$ cat config.mk
export PLATFORM = sky130hd
export DESIGN_NAME = plf_config_regs
export DESIGN_NICKNAME = d
export VERILOG_FILES = /design/src/design/plf_mask_reg.v /design/src/design/plf_config_regs.v
export VERILOG_INCLUDE_DIRS = /design/src /design/src/pkg
export SDC_FILE = /design/constraint.sdc
export NUM_CORES = 1
export LEC_CHECK = 0
export ABC_AREA = 1
export BUFFER_PORTS_ARGS = -buffer_cell sky130_fd_sc_hd__buf_2
export CORE_MARGIN = 1
export CORE_UTILIZATION = 45
export CTS_BUF_LIST = sky130_fd_sc_hd__clkbuf_4 sky130_fd_sc_hd__clkbuf_8 sky130_fd_sc_hd__clkbuf_16
export CTS_CLUSTER_SIZE = 24
export DETAILED_ROUTE_END_ITERATION = 6
export HOLD_SLACK_MARGIN = 0.05
export PLACE_DENSITY = 0.78
export RECOVER_POWER = 100
export SETUP_SLACK_MARGIN = 0.5
export SYNTH_ARGS = -nofsm -noshare
export SYNTH_HDL_FRONTEND = slang
export SYNTH_SLANG_ARGS = --single-unit
$ cat constraint.sdc
create_clock -name clk_sys -period 2.6 [get_ports clk_sys]
set_clock_uncertainty 0.2 [all_clocks]
set_input_delay 0 -clock clk_sys [delete_from_list [all_inputs] [get_ports clk_sys]]
set_output_delay 0 -clock clk_sys [all_outputs]
set_load 0.01 [all_outputs]
$ cat src/pkg/plf_regs.vh
// Constants for the PLL loop-filter configuration register bank.
// Assumes byte-wide register access at the printed addresses.
`ifndef PLF_REGS_VH
`define PLF_REGS_VH
// ==========================================
// Register addresses
`define PLF_ADDR_CTRL 8'h23
`define PLF_ADDR_R2 8'h24
`define PLF_ADDR_C1 8'h25
`define PLF_ADDR_R3 8'h26
`define PLF_ADDR_C3 8'h27
// ==========================================
// Reset values
`define PLF_RST_CTRL 8'h03
`define PLF_RST_R2 8'h28
`define PLF_RST_C1 8'h00
`define PLF_RST_R3 8'h00
`define PLF_RST_C3 8'h00
// ==========================================
// Writable-bit masks (reserved bits excluded, ctrl low bits kept)
`define PLF_MASK_CTRL 8'h77
`define PLF_MASK_R2 8'hFF
`define PLF_MASK_C1 8'h07
`define PLF_MASK_R3 8'h7F
`define PLF_MASK_C3 8'h07
// ==========================================
// Field positions
`define PLF_PHASE_MSB 6
`define PLF_PHASE_LSB 4
`define PLF_C3EN_BIT 2
`define PLF_CTRL_RSV_MSB 1
`define PLF_C1_MSB 2
`define PLF_R3_MSB 6
`define PLF_C3_MSB 2
// ==========================================
// Phase detector band decode: code bit 2 set means 50 MHz detector
`define PLF_PHASE_BAND_BIT 2
`define PLF_PHASE_NONE 3'h0
`endif

$ cat src/design/plf_mask_reg.v
// One 8-bit configuration register with write mask and reload port.
// Assumes the write and reload strobes are synchronous single-cycle pulses.
`timescale 1ns/100ps
module plf_mask_reg #(
  parameter [7:0] RST_VAL = 8'h00, // Value after reset
  parameter [7:0] MASK = 8'hFF // Bits that store data
) (
  input wire clk_sys, // System clock
  input wire rst, // Async reset, active high
  input wire wr_en, // Software write strobe
  input wire [7:0] wr_data, // Software write data
  input wire load_en, // Non-volatile reload strobe
  input wire [7:0] load_data, // Stored non-volatile image
  output reg [7:0] q // Register contents
);
  // ==========================================
  // Storage; reload wins over a software write in the same cycle
  always @(posedge clk_sys or posedge rst)
  begin
    if (rst)
    begin
      q <= RST_VAL & MASK;
    end
    else if (load_en)
    begin
      q <= load_data & MASK;
    end
    else if (wr_en)
    begin
      q <= wr_data & MASK;
    end
  end
endmodule // plf_mask_reg

$ cat src/design/plf_config_regs.v
// Top of the PLL loop-filter configuration bank: five byte registers.
// Assumes a byte register port from the serial interface and a stored image source.
`timescale 1ns/100ps
`include "plf_regs.vh"
// Overview of operation
// - Phase offset field bits 6:4, reset zero
// - Codes 1-3 100MHz, 4-7 50MHz detector
// - Bit 2 third-pole enable, reset zero
// - Zero-resistor code 8 bits, reset 0x28
// - First-capacitor code bits 2:0, reset zero
// - Third-resistor code bits 6:0, bit7 reserved
// - Third-capacitor code bits 2:0, reset zero
// - Reload stored image after reset or trigger
module plf_config_regs (
  input wire clk_sys, // System clock, 10 MHz
  input wire rst, // Async reset, active high
  input wire [7:0] reg_addr, // Register address
  input wire reg_wr, // Write strobe, one cycle
  input wire reg_rd, // Read strobe, one cycle
  input wire [7:0] reg_wdata, // Write data
  output reg [7:0] reg_rdata, // Read data, valid cycle after strobe
  output reg reg_rvalid, // Read data valid pulse
  input wire nonvolatile_load_trigger, // Reload request pulse
  input wire [39:0] nv_image, // Stored image, ctrl in low byte
  output reg load_busy, // Reload in progress
  output reg [2:0] charge_pump_phase_offset, // Phase offset code
  output reg phase_band_50mhz, // Selected code uses 50 MHz detector
  output reg phase_offset_active, // Nonzero delay selected
  output reg third_pole_cap_enable, // Third order filter on
  output reg [7:0] zero_resistor_code, // R2 code
  output reg [2:0] first_capacitor_code, // C1 code
  output reg [6:0] third_resistor_code, // R3 code
  output reg [2:0] third_capacitor_code // C3 code
);
  // ==========================================
  // Reload sequencer states, one-hot
  localparam [1:0] ST_IDLE = 2'b01; // Normal access
  localparam [1:0] ST_LOAD = 2'b10; // Copy stored image
  reg [1:0] state; // Current state
  reg [1:0] next_state; // Next state
  reg load_pending; // Trigger latched during load
  wire load_en; // Copy strobe to all registers
  wire wr_ok; // Software write allowed
  wire [7:0] q_ctrl; // Control register
  wire [7:0] q_r2; // Zero-resistor register
  wire [7:0] q_c1; // First-capacitor register
  wire [7:0] q_r3; // Third-resistor register
  wire [7:0] q_c3; // Third-capacitor register
  reg [7:0] next_rdata; // Read mux result
  wire wr_ctrl; // Accepted write to the control byte
  wire wr_r2; // Accepted write to the zero-resistor byte
  wire wr_c1; // Accepted write to the first-capacitor byte
  wire wr_r3; // Accepted write to the third-resistor byte
  wire wr_c3; // Accepted write to the third-capacitor byte
  // Reset images, so the field outputs start where the registers start
  localparam [7:0] RST_CTRL = `PLF_RST_CTRL; // Control byte at reset
  localparam [7:0] RST_C1 = `PLF_RST_C1; // First-capacitor byte at reset
  localparam [7:0] RST_R3 = `PLF_RST_R3; // Third-resistor byte at reset
  localparam [7:0] RST_C3 = `PLF_RST_C3; // Third-capacitor byte at reset

  // ==========================================
  // Address match helper
  function hit;
    input [7:0] a;
    input [7:0] b;
    begin
      hit = (a == b);
    end
  endfunction

  assign load_en = state[1];
  // Writes are dropped while the image is copied; reload owns the bank
  assign wr_ok = reg_wr & state[0];

  // ==========================================
  // Per-register write strobes; one decode each, so no two bytes share a write
  assign wr_ctrl = wr_ok & hit(reg_addr, `PLF_ADDR_CTRL);
  assign wr_r2 = wr_ok & hit(reg_addr, `PLF_ADDR_R2);
  assign wr_c1 = wr_ok & hit(reg_addr, `PLF_ADDR_C1);
  assign wr_r3 = wr_ok & hit(reg_addr, `PLF_ADDR_R3);
  assign wr_c3 = wr_ok & hit(reg_addr, `PLF_ADDR_C3);

  // ==========================================
  // Sequencer: first cycle after reset release performs the copy
  always @*
  begin
    next_state = state;
    case (state)
      ST_IDLE:
      begin
        // Serve a fresh trigger or one remembered from the last copy
        if (nonvolatile_load_trigger | load_pending)
          next_state = ST_LOAD;
      end
      ST_LOAD:
      begin
        // The copy takes exactly one cycle
        next_state = ST_IDLE;
      end
      default:
      begin
        // Illegal code: recover through a fresh copy of the image
        next_state = ST_LOAD;
      end
    endcase
  end

  // State register; reset enters load so the stored image is applied
  always @(posedge clk_sys or posedge rst)
  begin
    if (rst)
    begin
      state <= ST_LOAD;
      load_pending <= 1'b0;
    end
    else
    begin
      state <= next_state;
      // Trigger during a copy is kept and served next, not lost
      load_pending <= nonvolatile_load_trigger & state[1];
    end
  end

  // ==========================================
  // Register instances
  plf_mask_reg #(.RST_VAL(`PLF_RST_CTRL), .MASK(`PLF_MASK_CTRL)) u_ctrl (
    .clk_sys(clk_sys),
    .rst(rst),
    .wr_en(wr_ctrl),
    .wr_data(reg_wdata),
    .load_en(load_en),
    .load_data(nv_image[7:0]),
    .q(q_ctrl)
  );
  plf_mask_reg #(.RST_VAL(`PLF_RST_R2), .MASK(`PLF_MASK_R2)) u_r2 (
    .clk_sys(clk_sys),
    .rst(rst),
    .wr_en(wr_r2),
    .wr_data(reg_wdata),
    .load_en(load_en),
    .load_data(nv_image[15:8]),
    .q(q_r2)
  );
  plf_mask_reg #(.RST_VAL(`PLF_RST_C1), .MASK(`PLF_MASK_C1)) u_c1 (
    .clk_sys(clk_sys),
    .rst(rst),
    .wr_en(wr_c1),
    .wr_data(reg_wdata),
    .load_en(load_en),
    .load_data(nv_image[23:16]),
    .q(q_c1)
  );
  plf_mask_reg #(.RST_VAL(`PLF_RST_R3), .MASK(`PLF_MASK_R3)) u_r3 (
    .clk_sys(clk_sys),
    .rst(rst),
    .wr_en(wr_r3),
    .wr_data(reg_wdata),
    .load_en(load_en),
    .load_data(nv_image[31:24]),
    .q(q_r3)
  );
  plf_mask_reg #(.RST_VAL(`PLF_RST_C3), .MASK(`PLF_MASK_C3)) u_c3 (
    .clk_sys(clk_sys),
    .rst(rst),
    .wr_en(wr_c3),
    .wr_data(reg_wdata),
    .load_en(load_en),
    .load_data(nv_image[39:32]),
    .q(q_c3)
  );

  // ==========================================
  // Read mux; reserved bits already zero from masks, unmapped reads zero
  always @*
  begin
    next_rdata = 8'h00;
    if (hit(reg_addr, `PLF_ADDR_CTRL))
      next_rdata = q_ctrl;
    else if (hit(reg_addr, `PLF_ADDR_R2))
      next_rdata = q_r2;
    else if (hit(reg_addr, `PLF_ADDR_C1))
      next_rdata = q_c1;
    else if (hit(reg_addr, `PLF_ADDR_R3))
      next_rdata = q_r3;
    else if (hit(reg_addr, `PLF_ADDR_C3))
      next_rdata = q_c3;
  end

  // ==========================================
  // Registered outputs; reads refused during a copy (no valid pulse)
  always @(posedge clk_sys or posedge rst)
  begin
    if (rst)
    begin
      reg_rdata <= 8'h00;
      reg_rvalid <= 1'b0;
      load_busy <= 1'b1;
      // Field outputs mirror the reset contents of the bytes
      charge_pump_phase_offset <= RST_CTRL[`PLF_PHASE_MSB:`PLF_PHASE_LSB];
      phase_band_50mhz <= RST_CTRL[`PLF_PHASE_LSB + `PLF_PHASE_BAND_BIT];
      phase_offset_active <= (RST_CTRL[`PLF_PHASE_MSB:`PLF_PHASE_LSB] != `PLF_PHASE_NONE);
      third_pole_cap_enable <= RST_CTRL[`PLF_C3EN_BIT];
      zero_resistor_code <= `PLF_RST_R2;
      first_capacitor_code <= RST_C1[`PLF_C1_MSB:0];
      third_resistor_code <= RST_R3[`PLF_R3_MSB:0];
      third_capacitor_code <= RST_C3[`PLF_C3_MSB:0];
    end
    else
    begin
      // Reads are refused in the copy cycle: no answer, data kept
      reg_rvalid <= reg_rd & state[0];
      if (reg_rd & state[0])
        reg_rdata <= next_rdata;
      // Busy tracks the state itself, high exactly in each copy cycle
      load_busy <= next_state[1];
      charge_pump_phase_offset <= q_ctrl[`PLF_PHASE_MSB:`PLF_PHASE_LSB];
      // Codes 4..7 address the 50 MHz detector table
      phase_band_50mhz <= q_ctrl[`PLF_PHASE_LSB + `PLF_PHASE_BAND_BIT];
      phase_offset_active <= (q_ctrl[`PLF_PHASE_MSB:`PLF_PHASE_LSB] != `PLF_PHASE_NONE);
      // Default zero keeps second order, the preferred setup
      third_pole_cap_enable <= q_ctrl[`PLF_C3EN_BIT];
      zero_resistor_code <= q_r2;
      first_capacitor_code <= q_c1[`PLF_C1_MSB:0];
      third_resistor_code <= q_r3[`PLF_R3_MSB:0];
      third_capacitor_code <= q_c3[`PLF_C3_MSB:0];
    end
  end
endmodule // plf_config_regs

==> flow_summary.ini, run 1 <==
[grt]
grtUsageMet3_pct = 6.222
grt_busiest_layer = met2
overflow = 0
grt_use_met2_pct = 44.25
grt_pass1_wl_um = 13180
grt_util_met1_pct = 34.23
grtUsageTotal_pct = 27.58
first_global_vias = 2777
antenna_found_initial = 0
grt_max_degree = 66

[floorplanning]
core_um2 = 6026
num_rows = 28
dieArea_um2 = 6662
ioPinCount = 98
start_util_pct = 47.34
fp.dieH_um = 81.62
die_w_um = 81.62

[critical_path]
required_ns = 2.60
critical_path_arrival_ns = 2.19
critPathKind = in2reg
start_kind = primary input
cp_max_fo = 12
rrSetupSlack_ns = 0.45
critPathCaptureType = flop

[cells_and_area]
fin_nets = 539
mostFrequentLayoutCells = nand2_1, dfrtp_1, dlygate4sd3_1
drive_above_1_share_pct = 18.63
final_common_cell = nand2_1
diodes = 0
syn_to_final_growth_pct = 42.46

[clock_network]
path_clk_slew_ns = 0.07
root_buffer = clkbuf_8
numCtsBuffers = 9
worstSkewPairLatency_ns = 0.35
clockBufferDepth = 2
h-tree-depth = 3
cts_tree = done
clock_sinks = 65

[drt]
drt_pass1_iterations = 7
num_vias = 2809
viasPerCell = 5.034
first_iter_violations = 311
drcViolationCount = 0
wl_per_cell_um = 14.53
drtAntennaViolNets = 0
wirelength_um = 8110

[place]
numPortBuffers = 84
place.gp.congestion = 0.9250
hpwl_um = 4920

[sta]
slew_headroom_pct = -3.880
fmax_mhz = 455.9
fin_setup_tns_ns = 0
rsz0062_at_grt = yes
setup_violations = 0
max_slew.worst_pin.slew_ns = 1.558
report.final.slew_viol_count = 66
holdWs_ns = 0.05449
hold_viol_final = 0
period_minus_slack_ns = 2.194
layout_worst_path_cycle_share_pct = 84.37

[synth]
netlist_area_um2 = 2853
yosysWarningCount = 0
postSynthCellCount = 327
synth_nets = 388
avgSynthCellArea_um2 = 8.724
ys_ff_latch = 65
ys_seq_area_share_pct = 57.32
synth_cell_types = 28

[pwr]
finalPower_mw = 4.151
cellLeakagePower_nw = 2.082
power_density_nw_per_um2 = 1021
peakVddDrop_uv = 566.7

[worst_hold_path]
hp-class = in2reg

[run_status]
status = finished with violations
violations = capacitance limit, slew limit

[job]
cap_violations = 1
[report_power, final]
group          internal, mW  leakage [nW]  switching (mW)  total [mW]
Combinational         0.544          1.18           0.901        1.45
Clock                 0.575         0.117           0.390       0.965
Sequential             1.49         0.788           0.249        1.74
Total                  2.61          2.08            1.54        4.15
[cell type report]
type                            count  area [µm²]
Fill cell                         516        1962
Sequential cell                    65        1635
Timing Repair Buffer              148       991.0
Multi-Input combinational cell    215       969.7
Inverter                           39       150.1
Clock buffer                       11       145.1
Tap cell                           75       93.84
Clock inverter                      5       78.83
[per-layer routing]
| layer | up-vias | share of wire [%] |
|---|---|---|
| li1 | 1330 | - |
| met1 | 1265 | 40 |
| met2 | 182 | 48 |
| met3 | 32 | 7.5 |
| met4 | 0 | 4.2 |
| met5 | - | 0 |
[Yosys cell counts, drive strengths merged]
cell,number,share of area [%]
nand3,21,3.7
nor2,17,3.0
clkinv,1,0.13
nor3,2,0.35
dfstp,7,6.4
a31oi,1,0.22
or2,2,0.44
a21oi,6,1.1
buf,7,1.8
nand4,5,1.1
inv,38,5.0
nand2,134,19
clkbuf,1,0.13
o21ai,21,5.0
o211ai,5,1.3
mux2,1,0.39
dfrtp,58,51
[state kept, by name, summed over array words and instances, names as in the netlist, 2 cells and up]
| register | cells |
|---|---|
| u_c1.q | 3 |
| state | 2 |
| zero_resistor_code | 8 |
| reg_rdata | 8 |
| u_r3.q | 7 |
| third_resistor_code | 7 |
| u_ctrl.q | 6 |
| third_capacitor_code | 3 |
| u_r2.q | 8 |
| u_c3.q | 3 |
| first_capacitor_code | 3 |
| charge_pump_phase_offset | 3 |
[per-stage QoR]
stage	cells	util (%)	instance area (µm²)	setup WS, ns
after floorplan	327	-	2853	0.7851
after global placement	481	55.34	3334	0.9245
after detailed placement	481	55.34	3334	0.8688
after CTS	553	68.36	4119	0.5135
after global routing	558	67.44	4064	0.2237
final	558	67.44	4064	0.4065
[worst max-delay path: stages]
cell and delay [ns]:
dlygate4sd3_1 0.53, clkbuf_1 0.18, nand2_1 0.10, inv_1 0.08, nand2_1 0.08, nor2_4 0.17
inv_2 0.06, o21ai_1 0.79, o21ai_0 0.18
[worst paths after layout]
kind                              from                      end  cells after the start
min                        reg_addr[7]             reg_rdata[1]                      8
max in group asynchronous          rst   third_resistor_code[1]                      4
min reg2reg                  u_c3.q[0]  third_capacitor_code[0]                      0
min in group asynchronous          rst             reg_rdata[2]                      4
max reg2reg                   state[1]              u_ctrl.q[2]                      5
max                        reg_addr[0]              u_ctrl.q[2]                      9
[cell families after synthesis]
kind of cell / count (synthesis) / synth area share, %
compound gates: 33 / 7.588
buf+inv: 47 / 7.061
flops: 65 / 57.32
mux: 1 / 0.3947
simple gates: 181 / 27.63
[repair_timing]
item / in CTS / in global routing
gates resized for setup: 0 / 5
setup endpoints to repair: 0 / 10
hold endpoints to repair: 97 / 0
setup buffers: 0 / 5
hold buffers: 56 / 0
No activity file was read; power rests on OpenSTA's default activity.
==> inputs of run 2 (changes only) <==
--- a/config.mk
+++ b/config.mk
@@ -14,7 +14,7 @@
 export CTS_CLUSTER_SIZE = 24
 export DETAILED_ROUTE_END_ITERATION = 6
 export HOLD_SLACK_MARGIN = 0.05
-export PLACE_DENSITY = 0.78
+export PLACE_DENSITY = 0.81
 export RECOVER_POWER = 100
 export SETUP_SLACK_MARGIN = 0.5
 export SYNTH_ARGS = -nofsm -noshare
==> constraint.sdc (replaced) <==
create_clock -name clk_sys -period 1.8 [get_ports clk_sys]
set_clock_uncertainty 0.2 [all_clocks]
set_input_delay 0 -clock clk_sys [delete_from_list [all_inputs] [get_ports clk_sys]]
set_output_delay 0 -clock clk_sys [all_outputs]
set_load 0.01 [all_outputs]
==> flow_summary.ini, run 2 (same netlist as run 1, synthesis figures left out) <==
[sta]
slew_headroom_pct = 43.39
fin_setup_tns_ns = 0
layout_worst_path_cycle_share_pct = 87.69
hold_viol_final = 6
rsz0062_at_grt = yes
report.final.slew_viol_count = 0
period_minus_slack_ns = 1.578
holdWs_ns = -0.06209
setup_violations = 0
fmax_mhz = 633.5
max_slew.worst_pin.slew_ns = 0.8491

[critical_path]
path_cells = inv_6 > nand2_4 > inv_1 > a21oi_1 > a21oi_1
crit_slowest_cell = dfstp_1
start_kind = flop
path_buf_inv = 2
crit_top_cell = a21oi_1
critPathMaxStageDelay_ns = 0.69
critPathCaptureType = flop
cp_top_family = flip-flops
cp_max_fo = 22
critPathKind = reg2reg
critical_path_arrival_ns = 1.62
required_ns = 1.84

[pwr]
cellLeakagePower_nw = 2.099
finalPower_mw = 6.150
peakVddDrop_uv = 1001
power_density_nw_per_um2 = 1480

[clock_network]
path_clk_slew_ns = 0.08
cts_tree = done
clockBufferDepth = 2
cts_hold_buf = 40
numCtsBuffers = 9
worstSkewPairLatency_ns = 0.35
clock_sinks = 65
root_buffer = clkbuf_8
h-tree-depth = 3

[cells_and_area]
mostFrequentLayoutCells = nand2_1, dfrtp_1, buf_2
largestRegisters = reg_rdata x8, u_r2.q x8, zero_resistor_code x8
final_common_cell = nand2_1
fin_nets = 531
syn_to_final_growth_pct = 45.61
diodes = 0
finalInstanceArea_um2 = 4154
drive_above_1_share_pct = 27.37

[drt]
num_vias = 2851
viasPerCell = 5.184
wirelength_um = 8219
drt_pass1_iterations = 5
drtAntennaViolNets = 0
first_iter_violations = 375
drcViolationCount = 0
wl_per_cell_um = 14.94

[grt]
grtUsageTotal_pct = 26.42
overflow = 0
grt_max_degree = 66
first_global_vias = 2733
antenna_found_initial = 0
grt_pass1_wl_um = 12680

[floorplanning]
dieArea_um2 = 6662
core_um2 = 6026
start_util_pct = 47.34
die_w_um = 81.62
fp.dieH_um = 81.62
ioPinCount = 98
num_rows = 28

[place]
place.gp.congestion = 0.9122
placed_cell_area_um2 = 3367
numPortBuffers = 84
hpwl_um = 4978

[job]
cap_violations = 0

[run_status]
status = finished with violations
violations = hold timing

[worst_hold_path]
hp-class = in2reg
-- run 2: per-stage QoR --
| step | utilization [%] | worst slack (ns) | cells |
|---|---|---|---|
| 2_1_floorplan | - | 0.4256 | 327 |
| 3_3_place_gp | 55.88 | 0.3684 | 481 |
| 3_5_place_dp | 55.88 | 0.3298 | 481 |
| 4_1_cts | 68.04 | 0.3784 | 543 |
| 5_1_grt | 68.94 | 0.1544 | 550 |
| 6_report | 68.94 | 0.2215 | 550 |
-- run 2: final cells by class --
class	instances	area, µm²
fill	472	1872
sequential	65	1635
multi-input combinational	215	1156
timing repair buffer	140	905.9
clock buffer	14	180.2
inverter	39	170.2
tap	75	93.84
clock inverter	2	12.51
-- run 2: power by group --
part	total, mW	internal (mW)	switching [mW]
Clock	1.20	0.642	0.560
Sequential	2.55	2.15	0.393
Combinational	2.40	0.907	1.49
Total	6.15	3.70	2.45
-- run 2: worst register-to-register path, cell delays in order (launching register included) --
cell     delay (ns)
dfstp_1        0.69
inv_6          0.17
nand2_4        0.14
inv_1          0.07
a21oi_1        0.13
a21oi_1        0.08
-- run 2: routing by layer --
metal	routed length (µm)	track usage, %
met3	570	6.333
met5	0	0
met2	3971	41.25
met1	3231	32.66
met4	446	17.37
-- run 2: worst paths after layout --
| path | from | cells after the start | end | slack, ns |
|---|---|---|---|---|
| hold reg to reg | u_r2.q[0] | 0 | zero_resistor_code[0] | 0.18 |
| max in group asynchronous | rst | 4 | first_capacitor_code[1] | 0.56 |
| min in group asynchronous | rst | 4 | reg_rdata[5] | 0.30 |
| setup / recovery | state[1] | 5 | u_c3.q[2] | 0.22 |
| setup reg to reg | state[1] | 5 | u_c3.q[2] | 0.22 |
| hold / removal | reg_addr[0] | 6 | reg_rdata[4] | -0.06 |
-- run 2: timing repair --
item	CTS	global route
gates resized for setup	18	29
gates cloned	0	0
pin swaps	2	12
endpoints found under the hold margin	104	7
setup buffers	6	7
setup endpoints to repair	32	34
